## config.mk

```make
export PLATFORM = sky130hd
export DESIGN_NAME = ccprs_port_ctrl
export DESIGN_NICKNAME = d
export VERILOG_FILES = /design/src/verilog/ccprs_pkg.sv /design/src/verilog/ccprs_port_ctrl.sv /design/src/verilog/ccprs_pulse_timer.sv /design/src/verilog/ccprs_sync.sv
export SDC_FILE = /design/constraint.sdc
export NUM_CORES = 1
export LEC_CHECK = 0
export BUFFER_PORTS_ARGS = -buffer_cell sky130_fd_sc_hd__buf_2
export CAP_MARGIN = 5
export CORE_UTILIZATION = 57
export DETAILED_ROUTE_END_ITERATION = 10
export PLACE_DENSITY = 0.87
export SLEW_MARGIN = 20
export SYNTH_ARGS = -nofsm -noshare
export SYNTH_HDL_FRONTEND = slang
export SYNTH_SLANG_ARGS = --single-unit
```

## constraint.sdc

```tcl
create_clock -name pclk -period 3.2 [get_ports pclk]
set_clock_uncertainty 0.15 [all_clocks]
set_input_delay 0.48 -clock pclk [delete_from_list [all_inputs] [get_ports pclk]]
set_output_delay 0.48 -clock pclk [all_outputs]
set_load 0.05 [all_outputs]
```

## src/verilog/ccprs_pkg.sv

```systemverilog
package ccprs_pkg;

  // ----------------------------------------------------------------
  // Clock and timing
  // ----------------------------------------------------------------
  localparam int CLK_PERIOD_PS = 5000;
  // Fault pulse length, plain default; tune per system
  localparam longint FAULT_PULSE_TIME_US = 1000;
  // Half period of the dual-role source/sink alternation
  localparam longint DRP_HALF_PERIOD_US = 35000;
  localparam int SYNC_WIDTH = 13;

  // ----------------------------------------------------------------
  // Four-level strap codes from the pad comparators
  // ----------------------------------------------------------------
  localparam logic [1:0] STRAP_LOW = 2'h0;
  localparam logic [1:0] STRAP_MID = 2'h1;
  localparam logic [1:0] STRAP_HIGH = 2'h2;
  localparam logic [1:0] STRAP_OPEN = 2'h3;

  // Current advertisement / detection levels
  localparam logic [1:0] CUR_NONE = 2'h0;
  localparam logic [1:0] CUR_DEFAULT = 2'h1;
  localparam logic [1:0] CUR_MEDIUM = 2'h2;
  localparam logic [1:0] CUR_HIGH = 2'h3;

  typedef enum logic [1:0] {
    ROLE_SINK = 2'h0,
    ROLE_DUAL = 2'h1,
    ROLE_SOURCE = 2'h2
  } ccprs_role_e;

  // Gray order: wait, unattached sink, attached sink, ..., source side
  typedef enum logic [2:0] {
    ST_WAIT_SUPPLY = 3'h0,
    ST_UNATT_SNK = 3'h1,
    ST_ATT_SNK = 3'h3,
    ST_UNATT_SRC = 3'h2,
    ST_ATT_SRC = 3'h6
  } ccprs_state_e;

  // ----------------------------------------------------------------
  // Register map
  // ----------------------------------------------------------------
  localparam logic [7:0] REG_CTRL = 8'h00;
  localparam logic [7:0] REG_STATUS = 8'h04;
  localparam logic [7:0] REG_FAULT_CNT = 8'h08;
  localparam int CTRL_FORCE_DETACH = 0;
  localparam int STAT_STATE_LSB = 0;
  localparam int STAT_ROLE_LSB = 3;
  localparam int STAT_ORIENT = 5;
  localparam int STAT_LEVEL_LSB = 6;
  localparam int STAT_FAULT = 8;
  localparam int STAT_ROLE_VALID = 9;
  localparam logic [31:0] CTRL_RESET = 32'h0000_0000;

endpackage : ccprs_pkg

```

## src/verilog/ccprs_port_ctrl.sv

```systemverilog
`timescale 1ns/1ps
// Summary of operation
// - Source current advertisement comes from the current strap, used only when sourcing.
// - Current strap low or open gives default, mid gives 1.5A, high 3.0A.
// - Role strap is captured once the supply is reported active, then kept.
// - Role strap high is source only, open dual-role, low sink only.
// - Bus power sense qualifies every sink-role attach.
// - Cable supply over-current drives the fault output low for a fixed pulse.
// - Sink indicator A released for default, low for medium or high.
// - Sink indicator B released for default or medium, low for high.
// - Attach output goes low when a sink is attached while sourcing.
// - Orientation output released for plug position 2, low for position 1.
// - Dual-role port alternates source and sink until attachment settles.
// - Sink attach in sink-only and dual-role modes needs bus power.
module ccprs_port_ctrl #(
  parameter longint unsigned FAULT_PULSE_CYCLES =
    (ccprs_pkg::FAULT_PULSE_TIME_US * 1000000) / ccprs_pkg::CLK_PERIOD_PS,
  parameter longint unsigned DRP_HALF_CYCLES =
    (ccprs_pkg::DRP_HALF_PERIOD_US * 1000000) / ccprs_pkg::CLK_PERIOD_PS
) (
  input wire logic pclk,
  input wire logic presetn,
  input wire logic [7:0] paddr,
  input wire logic psel,
  input wire logic penable,
  input wire logic pwrite,
  input wire logic [31:0] pwdata,
  output logic [31:0] prdata,
  output logic pready,
  output logic pslverr,
  input wire logic supply_good,
  input wire logic [1:0] role_strap,
  input wire logic [1:0] current_strap,
  input wire logic bus_power_sense,
  input wire logic cc1_sink_seen,
  input wire logic cc2_sink_seen,
  input wire logic [1:0] cc1_adv_level,
  input wire logic [1:0] cc2_adv_level,
  input wire logic cable_overcurrent,
  output logic cc_pullup_en,
  output logic [1:0] cc_pullup_level,
  output logic cc_pulldown_en,
  output logic sink_current_ind_a_o,
  output logic sink_current_ind_a_oe,
  output logic sink_current_ind_b_o,
  output logic sink_current_ind_b_oe,
  output logic source_attach_n_o,
  output logic source_attach_n_oe,
  output logic orient_o,
  output logic orient_oe,
  output logic cable_supply_fault_n_o,
  output logic cable_supply_fault_n_oe
);

  localparam int TW = $clog2(DRP_HALF_CYCLES + 1);
  localparam logic [TW-1:0] TOGGLE_LAST = TW'(DRP_HALF_CYCLES - 1);

  // ----------------------------------------------------------------
  // Input synchronisation
  // ----------------------------------------------------------------
  logic [ccprs_pkg::SYNC_WIDTH-1:0] raw_in;
  logic [ccprs_pkg::SYNC_WIDTH-1:0] syn;
  logic s_supply;
  logic [1:0] s_role;
  logic [1:0] s_cur;
  logic s_vbus;
  logic s_rd1;
  logic s_rd2;
  logic [1:0] s_adv1;
  logic [1:0] s_adv2;
  logic s_oc;

  assign raw_in = {supply_good, role_strap, current_strap, bus_power_sense, cc1_sink_seen,
                   cc2_sink_seen, cc1_adv_level, cc2_adv_level, cable_overcurrent};
  assign {s_supply, s_role, s_cur, s_vbus, s_rd1, s_rd2, s_adv1, s_adv2, s_oc} = syn;

  ccprs_sync u_sync (
    .pclk(pclk),
    .presetn(presetn),
    .async_in(raw_in),
    .sync_out(syn)
  );

  // ----------------------------------------------------------------
  // State declarations
  // ----------------------------------------------------------------
  ccprs_pkg::ccprs_state_e state;
  ccprs_pkg::ccprs_state_e next_state;
  ccprs_pkg::ccprs_role_e role;
  ccprs_pkg::ccprs_role_e next_role;
  logic role_valid;
  logic next_role_valid;
  logic [TW-1:0] toggle_cnt;
  logic [TW-1:0] next_toggle_cnt;
  logic orient_pos2;
  logic next_orient_pos2;
  logic [1:0] sink_level;
  logic [1:0] next_sink_level;
  logic [1:0] adv_level;
  logic oc_prev;
  logic fault_active;
  logic [31:0] ctrl;
  logic [31:0] next_ctrl;
  logic [31:0] fault_cnt;
  logic [31:0] next_fault_cnt;
  logic force_detach;
  logic src_seen;
  logic snk_seen;
  logic apb_write;

  assign force_detach = ctrl[ccprs_pkg::CTRL_FORCE_DETACH];
  assign src_seen = s_rd1 | s_rd2;
  assign snk_seen = (s_adv1 != ccprs_pkg::CUR_NONE) | (s_adv2 != ccprs_pkg::CUR_NONE);
  assign apb_write = psel & penable & pready & pwrite;

  // ----------------------------------------------------------------
  // Strap decode for the advertised current
  // ----------------------------------------------------------------
  always_comb begin
    case (s_cur)
      ccprs_pkg::STRAP_MID: adv_level = ccprs_pkg::CUR_MEDIUM;
      ccprs_pkg::STRAP_HIGH: adv_level = ccprs_pkg::CUR_HIGH;
      default: adv_level = ccprs_pkg::CUR_DEFAULT;
    endcase
  end

  // ----------------------------------------------------------------
  // Role capture and attach state machine
  // ----------------------------------------------------------------
  always_comb begin
    next_state = state;
    next_role = role;
    next_role_valid = role_valid;
    next_toggle_cnt = '0;
    next_orient_pos2 = orient_pos2;
    next_sink_level = sink_level;
    // Role is frozen after capture so a strap glitch cannot flip it
    if (!role_valid && s_supply) begin
      next_role_valid = 1'b1;
      case (s_role)
        ccprs_pkg::STRAP_HIGH: next_role = ccprs_pkg::ROLE_SOURCE;
        ccprs_pkg::STRAP_LOW: next_role = ccprs_pkg::ROLE_SINK;
        default: next_role = ccprs_pkg::ROLE_DUAL;
      endcase
    end
    case (state)
      ccprs_pkg::ST_WAIT_SUPPLY: begin
        if (role_valid) begin
          next_state = (role == ccprs_pkg::ROLE_SOURCE) ? ccprs_pkg::ST_UNATT_SRC : ccprs_pkg::ST_UNATT_SNK;
        end
      end
      ccprs_pkg::ST_UNATT_SNK: begin
        next_toggle_cnt = toggle_cnt + 1'b1;
        if (!force_detach && snk_seen && s_vbus) begin
          next_state = ccprs_pkg::ST_ATT_SNK;
          next_orient_pos2 = (s_adv1 == ccprs_pkg::CUR_NONE);
          next_sink_level = (s_adv1 != ccprs_pkg::CUR_NONE) ? s_adv1 : s_adv2;
        end else if (role == ccprs_pkg::ROLE_DUAL && toggle_cnt == TOGGLE_LAST) begin
          next_state = ccprs_pkg::ST_UNATT_SRC;
          next_toggle_cnt = '0;
        end
      end
      ccprs_pkg::ST_ATT_SNK: begin
        // Detach on loss of bus power; level follows the partner
        if (force_detach || !s_vbus) begin
          next_state = ccprs_pkg::ST_UNATT_SNK;
          next_sink_level = ccprs_pkg::CUR_NONE;
        end else begin
          next_sink_level = orient_pos2 ? s_adv2 : s_adv1;
        end
      end
      ccprs_pkg::ST_UNATT_SRC: begin
        next_toggle_cnt = toggle_cnt + 1'b1;
        if (!force_detach && src_seen) begin
          next_state = ccprs_pkg::ST_ATT_SRC;
          next_orient_pos2 = !s_rd1;
        end else if (role == ccprs_pkg::ROLE_DUAL && toggle_cnt == TOGGLE_LAST) begin
          next_state = ccprs_pkg::ST_UNATT_SNK;
          next_toggle_cnt = '0;
        end
      end
      ccprs_pkg::ST_ATT_SRC: begin
        if (force_detach || !(orient_pos2 ? s_rd2 : s_rd1)) begin
          next_state = ccprs_pkg::ST_UNATT_SRC;
        end
      end
      default: next_state = ccprs_pkg::ST_WAIT_SUPPLY;
    endcase
  end

  always_ff @(posedge pclk or negedge presetn) begin
    if (!presetn) begin
      state <= ccprs_pkg::ST_WAIT_SUPPLY;
      role <= ccprs_pkg::ROLE_DUAL;
      role_valid <= 1'b0;
      toggle_cnt <= '0;
      orient_pos2 <= 1'b0;
      sink_level <= ccprs_pkg::CUR_NONE;
    end else begin
      state <= next_state;
      role <= next_role;
      role_valid <= next_role_valid;
      toggle_cnt <= next_toggle_cnt;
      orient_pos2 <= next_orient_pos2;
      sink_level <= next_sink_level;
    end
  end

  // ----------------------------------------------------------------
  // Cable supply fault pulse
  // ----------------------------------------------------------------
  ccprs_pulse_timer #(
    .COUNT(int'(FAULT_PULSE_CYCLES))
  ) u_fault (
    .pclk(pclk),
    .presetn(presetn),
    .start(s_oc & ~oc_prev),
    .active(fault_active)
  );

  // ----------------------------------------------------------------
  // APB slave: zero wait states, error on unmapped address
  // ----------------------------------------------------------------
  logic next_pready;
  logic next_pslverr;
  logic [31:0] next_prdata;
  logic mapped;

  always_comb begin
    mapped = (paddr == ccprs_pkg::REG_CTRL) || (paddr == ccprs_pkg::REG_STATUS) ||
             (paddr == ccprs_pkg::REG_FAULT_CNT);
    next_pready = psel & ~penable;
    next_pslverr = psel & ~penable & ~mapped;
    next_prdata = '0;
    if (psel && !penable && !pwrite) begin
      case (paddr)
        ccprs_pkg::REG_CTRL: next_prdata = ctrl;
        ccprs_pkg::REG_STATUS: begin
          next_prdata[ccprs_pkg::STAT_STATE_LSB +: 3] = state;
          next_prdata[ccprs_pkg::STAT_ROLE_LSB +: 2] = role;
          next_prdata[ccprs_pkg::STAT_ORIENT] = orient_pos2;
          next_prdata[ccprs_pkg::STAT_LEVEL_LSB +: 2] = sink_level;
          next_prdata[ccprs_pkg::STAT_FAULT] = fault_active;
          next_prdata[ccprs_pkg::STAT_ROLE_VALID] = role_valid;
        end
        ccprs_pkg::REG_FAULT_CNT: next_prdata = fault_cnt;
        default: next_prdata = '0;
      endcase
    end
    next_ctrl = ctrl;
    if (apb_write && paddr == ccprs_pkg::REG_CTRL) begin
      next_ctrl = {31'h0000_0000, pwdata[ccprs_pkg::CTRL_FORCE_DETACH]};
    end
    // A write to the fault count register clears it, but a fault in that cycle still counts
    next_fault_cnt = fault_cnt;
    if (apb_write && paddr == ccprs_pkg::REG_FAULT_CNT) begin
      next_fault_cnt = '0;
    end
    if (s_oc && !oc_prev) begin
      next_fault_cnt = next_fault_cnt + 32'h0000_0001;
    end
  end

  always_ff @(posedge pclk or negedge presetn) begin
    if (!presetn) begin
      pready <= 1'b0;
      pslverr <= 1'b0;
      prdata <= '0;
      ctrl <= ccprs_pkg::CTRL_RESET;
      fault_cnt <= '0;
      oc_prev <= 1'b0;
    end else begin
      pready <= next_pready;
      pslverr <= next_pslverr;
      prdata <= next_prdata;
      ctrl <= next_ctrl;
      fault_cnt <= next_fault_cnt;
      oc_prev <= s_oc;
    end
  end

  // ----------------------------------------------------------------
  // Pin drive: open-drain outputs only ever pull low
  // ----------------------------------------------------------------
  logic next_pu_en;
  logic [1:0] next_pu_level;
  logic next_pd_en;
  logic next_ind_a_oe;
  logic next_ind_b_oe;
  logic next_attach_oe;
  logic next_orient_oe;
  logic next_fault_oe;
  logic sink_att;
  logic src_att;

  always_comb begin
    sink_att = (state == ccprs_pkg::ST_ATT_SNK);
    src_att = (state == ccprs_pkg::ST_ATT_SRC);
    next_pu_en = (state == ccprs_pkg::ST_UNATT_SRC) || src_att;
    next_pu_level = next_pu_en ? adv_level : ccprs_pkg::CUR_NONE;
    next_pd_en = (state == ccprs_pkg::ST_UNATT_SNK) || sink_att;
    // Sink indicators released when detached or not sinking
    next_ind_a_oe = sink_att && (sink_level == ccprs_pkg::CUR_MEDIUM ||
                                 sink_level == ccprs_pkg::CUR_HIGH);
    next_ind_b_oe = sink_att && (sink_level == ccprs_pkg::CUR_HIGH);
    next_attach_oe = src_att;
    next_orient_oe = (sink_att || src_att) && !orient_pos2;
    next_fault_oe = fault_active;
  end

  always_ff @(posedge pclk or negedge presetn) begin
    if (!presetn) begin
      cc_pullup_en <= 1'b0;
      cc_pullup_level <= ccprs_pkg::CUR_NONE;
      cc_pulldown_en <= 1'b0;
      sink_current_ind_a_oe <= 1'b0;
      sink_current_ind_b_oe <= 1'b0;
      source_attach_n_oe <= 1'b0;
      orient_oe <= 1'b0;
      cable_supply_fault_n_oe <= 1'b0;
      sink_current_ind_a_o <= 1'b0;
      sink_current_ind_b_o <= 1'b0;
      source_attach_n_o <= 1'b0;
      orient_o <= 1'b0;
      cable_supply_fault_n_o <= 1'b0;
    end else begin
      cc_pullup_en <= next_pu_en;
      cc_pullup_level <= next_pu_level;
      cc_pulldown_en <= next_pd_en;
      sink_current_ind_a_oe <= next_ind_a_oe;
      sink_current_ind_b_oe <= next_ind_b_oe;
      source_attach_n_oe <= next_attach_oe;
      orient_oe <= next_orient_oe;
      cable_supply_fault_n_oe <= next_fault_oe;
      sink_current_ind_a_o <= 1'b0;
      sink_current_ind_b_o <= 1'b0;
      source_attach_n_o <= 1'b0;
      orient_o <= 1'b0;
      cable_supply_fault_n_o <= 1'b0;
    end
  end

endmodule : ccprs_port_ctrl

```

## src/verilog/ccprs_pulse_timer.sv

```systemverilog
`timescale 1ns/1ps
module ccprs_pulse_timer #(
  parameter int unsigned COUNT = 200000
) (
  input wire logic pclk,
  input wire logic presetn,
  input wire logic start,
  output logic active
);

  localparam int CW = $clog2(COUNT + 1);
  localparam logic [CW-1:0] LAST = CW'(COUNT - 1);

  logic [CW-1:0] cnt;
  logic [CW-1:0] next_cnt;
  logic next_active;

  // ----------------------------------------------------------------
  // One-shot of exactly COUNT cycles; retrigger while busy is ignored
  // ----------------------------------------------------------------
  always_comb begin
    next_cnt = cnt;
    next_active = active;
    if (active) begin
      if (cnt == LAST) begin
        next_active = 1'b0;
        next_cnt = '0;
      end else begin
        next_cnt = cnt + 1'b1;
      end
    end else if (start) begin
      next_active = 1'b1;
      next_cnt = '0;
    end
  end

  always_ff @(posedge pclk or negedge presetn) begin
    if (!presetn) begin
      cnt <= '0;
      active <= 1'b0;
    end else begin
      cnt <= next_cnt;
      active <= next_active;
    end
  end

endmodule : ccprs_pulse_timer

```

## src/verilog/ccprs_sync.sv

```systemverilog
`timescale 1ns/1ps
module ccprs_sync (
  input wire logic pclk,
  input wire logic presetn,
  input wire logic [ccprs_pkg::SYNC_WIDTH-1:0] async_in,
  output logic [ccprs_pkg::SYNC_WIDTH-1:0] sync_out
);

  // ----------------------------------------------------------------
  // Three-stage synchroniser with agreement filter per bit
  // ----------------------------------------------------------------
  genvar i;
  generate
    for (i = 0; i < ccprs_pkg::SYNC_WIDTH; i++) begin : g_bit
      logic s1;
      logic s2;
      logic s3;
      logic next_out;
      // A change is taken only once stages two and three agree
      always_comb begin
        next_out = (s2 == s3) ? s3 : sync_out[i];
      end
      // First stage feeds nothing but the second
      always_ff @(posedge pclk or negedge presetn) begin
        if (!presetn) begin
          s1 <= 1'b0;
          s2 <= 1'b0;
          s3 <= 1'b0;
          sync_out[i] <= 1'b0;
        end else begin
          s1 <= async_in[i];
          s2 <= s1;
          s3 <= s2;
          sync_out[i] <= next_out;
        end
      end
    end
  endgenerate

endmodule : ccprs_sync
```

==> results of run 1 <==
## final cells by class
class / instances / area, um2 / share of cell area
Clock buffer: 20 / 456.7 / 0.05294
Clock inverter: 12 / 98.84 / 0.01146
Inverter: 19 / 71.32 / 0.008268
Multi-Input combinational cell: 432 / 2769 / 0.3210
Sequential cell: 180 / 4506 / 0.5223
Tap cell: 172 / 215.2 / 0.02495
Timing Repair Buffer: 86 / 509.2 / 0.05904
## cells in the mapped netlist, drive strengths merged (2+ instances only)
master	number
o21ai	16
nor3b	2
o31ai	2
inv	19
and3	37
nand3b	2
clkbuf	19
or4	2
dfrtp	179
nor2	71
nor4	9
buf	11
nand4b	5
ha	4
a21oi	20
xor2	25
nand2	37
and2	3
maj3	13
nand4	19
a22oi	12
mux2	5
a21o	3
or4b	2
or3	4
a31oi	11
or2	2
nand2b	6
nor3	37
nor2b	5
a22o	4
and4	4
xnor2	25
nand3	26
o22ai	4
## critical path, delay by kind of cell (launching register included)
family	cells	cell delay (ns)
AO/OA/AOI/OAI	1	0.69
AND/OR/NAND/NOR	4	1.20
flip-flops	1	0.44
## final timing paths
check	start	end	slack (ns)
max in group asynchronous	presetn	ctrl[0]	1.64
hold reg to reg	u_sync.g_bit[11].s1	u_sync.g_bit[11].s2	0.20
hold / removal	cc1_adv_level[1]	u_sync.g_bit[4].s1	0.01
setup reg to reg	role[1]	toggle_cnt[17]	0.55
setup / recovery	role[1]	toggle_cnt[17]	0.55
min in group asynchronous	presetn	toggle_cnt[4]	0.47
## state kept, by name, summed over array words and instances (netlist names), 2 cells and up
register         count
cc_pullup_level      2
fault_cnt           32
prdata              32
role                 2
sink_level           2
state                3
toggle_cnt          23
u_fault.cnt         18
u_sync.g_bit.s1     13
u_sync.g_bit.s2     13
u_sync.g_bit.s3     13
u_sync.sync_out     13
## placed cells by master, fill, tap and decap left out, drive strengths merged, types with 20 or more instances in the layout
cell,count
xor2,25
a21oi,20
dfrtp,179
nand2,37
nand3,26
inv,23
buf,79
and3,37
nor2,71
nor3,37
xnor2,25
clkbuf,20
## kinds of logic after synthesis
family	count (synthesis)
fa+ha+maj	17
other cells	1
buf+inv	49
simple gates	276
mux	6
compound gates	78
xor+xnor	50
flops	180
## per-layer routing
layer | vias to the layer above | GRT usage | share of wire
met5 | - | 0 | 0
met1 | 2655 | 0.2948 | 0.41
li1 | 2454 | - | -
met4 | 0 | 0.1385 | 0.029
met3 | 37 | 0.04774 | 0.041
met2 | 185 | 0.3870 | 0.52
## what timing repair did
| item | in CTS | in global routing |
|---|---|---|
| endpoints found under the setup margin | 0 | 0 |
| hold buffers | 6 | 1 |
| resized for setup | 0 | 0 |
| hold endpoints to repair | 68 | 1 |
## through the flow
| stage | power [uW] | hold WS, ns | cell area (um2) |
|---|---|---|---|
| 6_report | 5588 | 0.01224 | 8626 |
| 5_1_grt | 5822 | 0.001816 | 8626 |
| 4_1_cts | 5607 | 0.0003326 | 8608 |
| 3_5_place_dp | 3675 | 0.1847 | 7993 |
| 3_3_place_gp | 3601 | 0.1820 | 7993 |
| 2_1_floorplan | 3441 | 0.03441 | 7487 |
## power by group
group	internal, uW	leakage, uW	switching (uW)	total (uW)
Sequential	2480	0.00225	222	2700
Combinational	325	0.00142	632	956
Clock	1050	0.000267	877	1930
==> results.py, run 1 <==
metrics = {
    "run_status": {
        "status": "finished, final reports clean",
    },
    "placed_design": {
        "io_buffers": 69,
        "dpl.hpwl_mm": 9.901,
        "globalplace.congestion": 0.8370,
        "place_ws_ns": 0.3301,
        "place_inst": 882,
    },
    "clocking": {
        "postCtsSetupBuffers": 0,
        "clockBufferDepth": 2,
        "cts_tree": "done",
        "worstSkewPairLatency_ns": 0.43,
        "cts_buffers": 17,
        "htreeDepth": 4,
        "clock-sinks": 180,
        "clk_pin_slew_ns": 0.07,
        "root_buffer": "clkbuf_16",
    },
    "final_layout": {
        "n_antenna_cell": 0,
        "fin_cells": 921,
        "nets": 798,
        "fillers": 908,
        "areaGrowthSynthToFinish_pct": 15.44,
        "fin_util": 0.6780,
        "final_layout_size_suffix_gt1_frac": 0.1923,
    },
    "drt": {
        "wl_per_cell_um": 16.09,
        "route.detailed.drc": 0,
        "num_vias": 5331,
        "detail_route.iter0.violations": 342,
        "postRouteAntennaNets": 0,
        "viasPerCell": 5.788,
        "routed_wl_mm": 14.82,
        "drt_pass1_iterations": 5,
    },
    "floorplanning": {
        "die_w_um": 116.5,
        "io_pins": 106,
        "num_rows": 41,
        "die_h_um": 116.5,
        "fp.coreArea_um2": 12720,
        "dieArea_um2": 13570,
        "start_util": 0.5873,
    },
    "sta": {
        "max_freq_mhz": 377.7,
        "hold_violations": 0,
        "fin_crit_sh": 0.8274,
        "tns_ns": 0,
        "worst_pin_slew_ns": 0.7590,
        "slew_headroom": 0.4940,
        "finalMaxSlewViolations": 0,
        "setup_viol": 0,
        "rsz0062_at_grt": "false",
        "period_needed_ns": 2.648,
        "layout_setup_ws_ns": 0.5524,
    },
    "synthesis": {
        "synth-simple-area-share": 0.2068,
        "ys_seq_area_frac": 0.6030,
        "synth-async-reset-ratio": 1.000,
        "synth_top_family_by_area": "simple AND/OR/NAND/NOR gates",
        "muxShareOfSynthArea": 0.008875,
        "syn_avg_cell_area_um2": 11.37,
        "yosys_warnings": 0,
        "yosys.area.top_type": "dfrtp_1",
        "synth.area.top_cells": "dfrtp_1 (60%), nor2_1 (3.6%), and3_1 (3.1%), xnor2_1 (2.9%), xor2_1 (2.9%)",
        "synth_cell_type_count": 59,
        "syn_area_um2": 7472,
        "syn_inst": 657,
        "synth_top_area_share": 0.5995,
        "synth-seq-cells": 180,
        "synth_edf_count": 0,
        "synth_xor_area_frac": 0.05861,
        "synth-compound-area-share": 0.06798,
        "synthFlopType": "dfrtp_1",
        "synthAdderAreaFrac": 0.02411,
    },
    "power": {
        "p_per_area_nw_per_um2": 647.9,
        "ir_drop_v": 0.0004217,
        "p_leak_uw": 0.003936,
    },
    "global_routing": {
        "grt_pass1_wl_mm": 24.54,
        "grt_pass1_vias": 5237,
        "overflow": 0,
        "grt_max_degree": 68,
        "grt_use_total": 0.2369,
        "grt_antenna_before_repair": 0,
    },
    "critical_path": {
        "reg2regPathDepth": 5,
        "slowest_delay_ns": 0.69,
        "crit_slowest_cell": "a22oi_4",
        "endpoint_kind": "register",
        "crit_chain": "or4_4 -> nor4_4 -> nand4_1 -> a22oi_4 -> nor3_1",
        "start_kind": "register",
        "path_max_fanout": 23,
        "crit_type": "register to register",
        "crit_required_ns": 3.32,
        "arrival_ns": 2.76,
    },
    "min_path": {
        "holdCritPathClass": "primary input to register",
        "hold_path_depth": 1,
    },
    "job": {
        "cap_violations": 0,
    },
}
Note: power is estimated with default switching activity, not from simulation.
==> inputs of run 2 (changes only) <==
==> constraint.sdc (replaced) <==
create_clock -name pclk -period 2.5 [get_ports pclk]
set_clock_uncertainty 0.15 [all_clocks]
set_input_delay 0.375 -clock pclk [delete_from_list [all_inputs] [get_ports pclk]]
set_output_delay 0.375 -clock pclk [all_outputs]
set_load 0.05 [all_outputs]
==> results.py, run 2 (synthesized netlist as in run 1, its figures left out) <==
metrics = {
    "run_status": {
        "status": "finished, final reports clean",
    },
    "drt": {
        "routed_wl_mm": 15.45,
        "postRouteAntennaNets": 0,
        "num_vias": 5361,
        "route.detailed.drc": 0,
        "viasPerCell": 5.697,
        "detail_route.iter0.violations": 392,
        "wl_per_cell_um": 16.42,
        "drt_pass1_iterations": 5,
    },
    "clocking": {
        "worstSkewPairLatency_ns": 0.43,
        "cts_tree": "done",
        "clockBufferDepth": 2,
        "postCtsSetupBuffers": 0,
        "root_buffer": "clkbuf_16",
        "cts_buffers": 17,
        "clock-sinks": 180,
        "htreeDepth": 4,
        "clk_pin_slew_ns": 0.06,
    },
    "sta": {
        "fin_crit_sh": 0.9456,
        "whs_ns": 0.03633,
        "worst_pin_slew_ns": 0.7248,
        "finalMaxSlewViolations": 0,
        "period_needed_ns": 2.364,
        "slew_headroom": 0.5150,
        "max_freq_mhz": 423.0,
        "rsz0062_at_grt": "false",
        "hold_violations": 0,
        "setup_viol": 0,
    },
    "critical_path": {
        "crit_required_ns": 2.64,
        "start_kind": "register",
        "crit_slowest_cell": "dfstp_2",
        "path_max_fanout": 23,
        "critical_path_buf_inv_count": 1,
        "slowest_delay_ns": 0.60,
        "endpoint_kind": "register",
        "crit_type": "register to register",
        "crit_chain": "or3b_2 -> nor4_4 -> nand4_1 -> a22oi_4 -> buf_12 -> nor3_1",
        "arrival_ns": 2.51,
        "reg2regPathDepth": 6,
        "cp.depth": 6,
        "cp_top_family": "simple AND/OR/NAND/NOR gates",
    },
    "final_layout": {
        "final_layout_size_suffix_gt1_frac": 0.2068,
        "nets": 818,
        "n_antenna_cell": 0,
        "top_regs": "fault_cnt x32, prdata x32, toggle_cnt x23",
        "final_common_cell": "dfrtp_1",
        "final_cell_mix": "dfrtp_1 (178), nor2_1 (71), buf_2 (68)",
        "areaGrowthSynthToFinish_pct": 18.17,
        "fin_area_um2": 8830,
        "fillers": 903,
    },
    "global_routing": {
        "grt_use_total": 0.2474,
        "grt_pass1_wl_mm": 25.40,
        "grt_antenna_before_repair": 0,
        "grt_max_degree": 59,
        "overflow": 0,
        "grt_pass1_vias": 5262,
    },
    "floorplanning": {
        "die_w_um": 116.5,
        "num_rows": 41,
        "die_h_um": 116.5,
        "fp.coreArea_um2": 12720,
        "io_pins": 106,
        "dieArea_um2": 13570,
        "start_util": 0.5873,
    },
    "power": {
        "p_comb_frac": 0.184,
        "p_int_uw": 5093,
        "clkPwrFrac": 0.344,
        "p_per_area_nw_per_um2": 829.7,
        "p_sw_frac": 0.3047,
        "p_leak_uw": 0.004048,
        "ir_drop_v": 0.0005322,
        "switching_power_uw": 2232,
        "power_frac_seq": 0.471,
    },
    "placed_design": {
        "globalplace.congestion": 0.8237,
        "dpl-instance-area_um2": 8117,
        "io_buffers": 69,
        "dpl.hpwl_mm": 9.881,
    },
    "job": {
        "cap_violations": 0,
    },
    "min_path": {
        "hold_path_depth": 2,
        "holdCritPathClass": "primary input to register",
    },
}
==> run 2: cell types whose count changed in the layout (fill, tap and decap cells not counted), sizes merged <==
cell	before	now
buf	79	92
clkbuf	20	21
bufinv	0	1
inv	23	22
clkinvlp	3	2
dlygate4sd3	7	14
==> run 2: layout make-up <==
type | instances | area, um2 | share of cell area
clock inverter | 11 | 100.1 | 0.01134
timing repair buffer | 106 | 701.9 | 0.07950
multi-input combinational | 432 | 2774 | 0.3142
sequential | 180 | 4507 | 0.5104
clock buffer | 21 | 460.4 | 0.05215
inverter | 19 | 71.32 | 0.008077
tap | 172 | 215.2 | 0.02437
==> run 2: power by group through the flow <==
stage / Clock (uW) / Combinational (uW) / Sequential (uW)
2_1_floorplan: 0 / 860 / 3540
3_3_place_gp: 0 / 1220 / 3460
3_5_place_dp: 0 / 1290 / 3480
4_1_cts: 2560 / 1340 / 3440
5_1_grt: 2680 / 1470 / 3480
6_report: 2520 / 1350 / 3450
==> run 2: metrics by stage <==
step	power [uW]	setup slack, ns	TNS [ns]	utilization	std cells
3_5_place_dp	4775	0.07240	0	0.6380	895
6_report	7326	0.1360	0	0.6940	941
2_1_floorplan	4404	-0.08896	-0.08896	-	661
4_1_cts	7334	0.02130	0	0.6931	941
3_3_place_gp	4681	0.1300	0	0.6380	895
5_1_grt	7622	0.02641	0	0.6940	941
==> run 2: layer usage <==
layer / vias to the layer above / global-route usage / wire length (um)
li1: 2492 / - / -
met1: 2636 / 0.3076 / 6459
met2: 185 / 0.4138 / 7899
met3: 48 / 0.05241 / 629
met4: 0 / 0.1205 / 464
met5: - / 0 / 0
==> run 2: final timing paths <==
check,start,to,slack (ns)
setup / recovery,role[0],toggle_cnt[8],0.14
hold / removal,pwdata[0],ctrl[0],0.04
setup reg to reg,role[0],toggle_cnt[8],0.14
hold reg to reg,u_sync.g_bit[9].s1,u_sync.g_bit[9].s2,0.20
max in group asynchronous,presetn,prdata[23],1.19
min in group asynchronous,presetn,toggle_cnt[9],0.32
==> run 2: worst reg2reg max path, delay by kind of cell (launching register included) <==
family / cells / cell delay (ns)
AND/OR/NAND/NOR: 4 / 1.02
flip-flops: 1 / 0.60
AO/OA/AOI/OAI: 1 / 0.25
buffers and inverters: 1 / 0.20
==> run 2: repair_timing <==
action,4_1_cts,5_1_grt
endpoints found under the setup margin,0,1
endpoints found under the hold margin,66,0
resized for setup,0,2
hold buffers,14,0
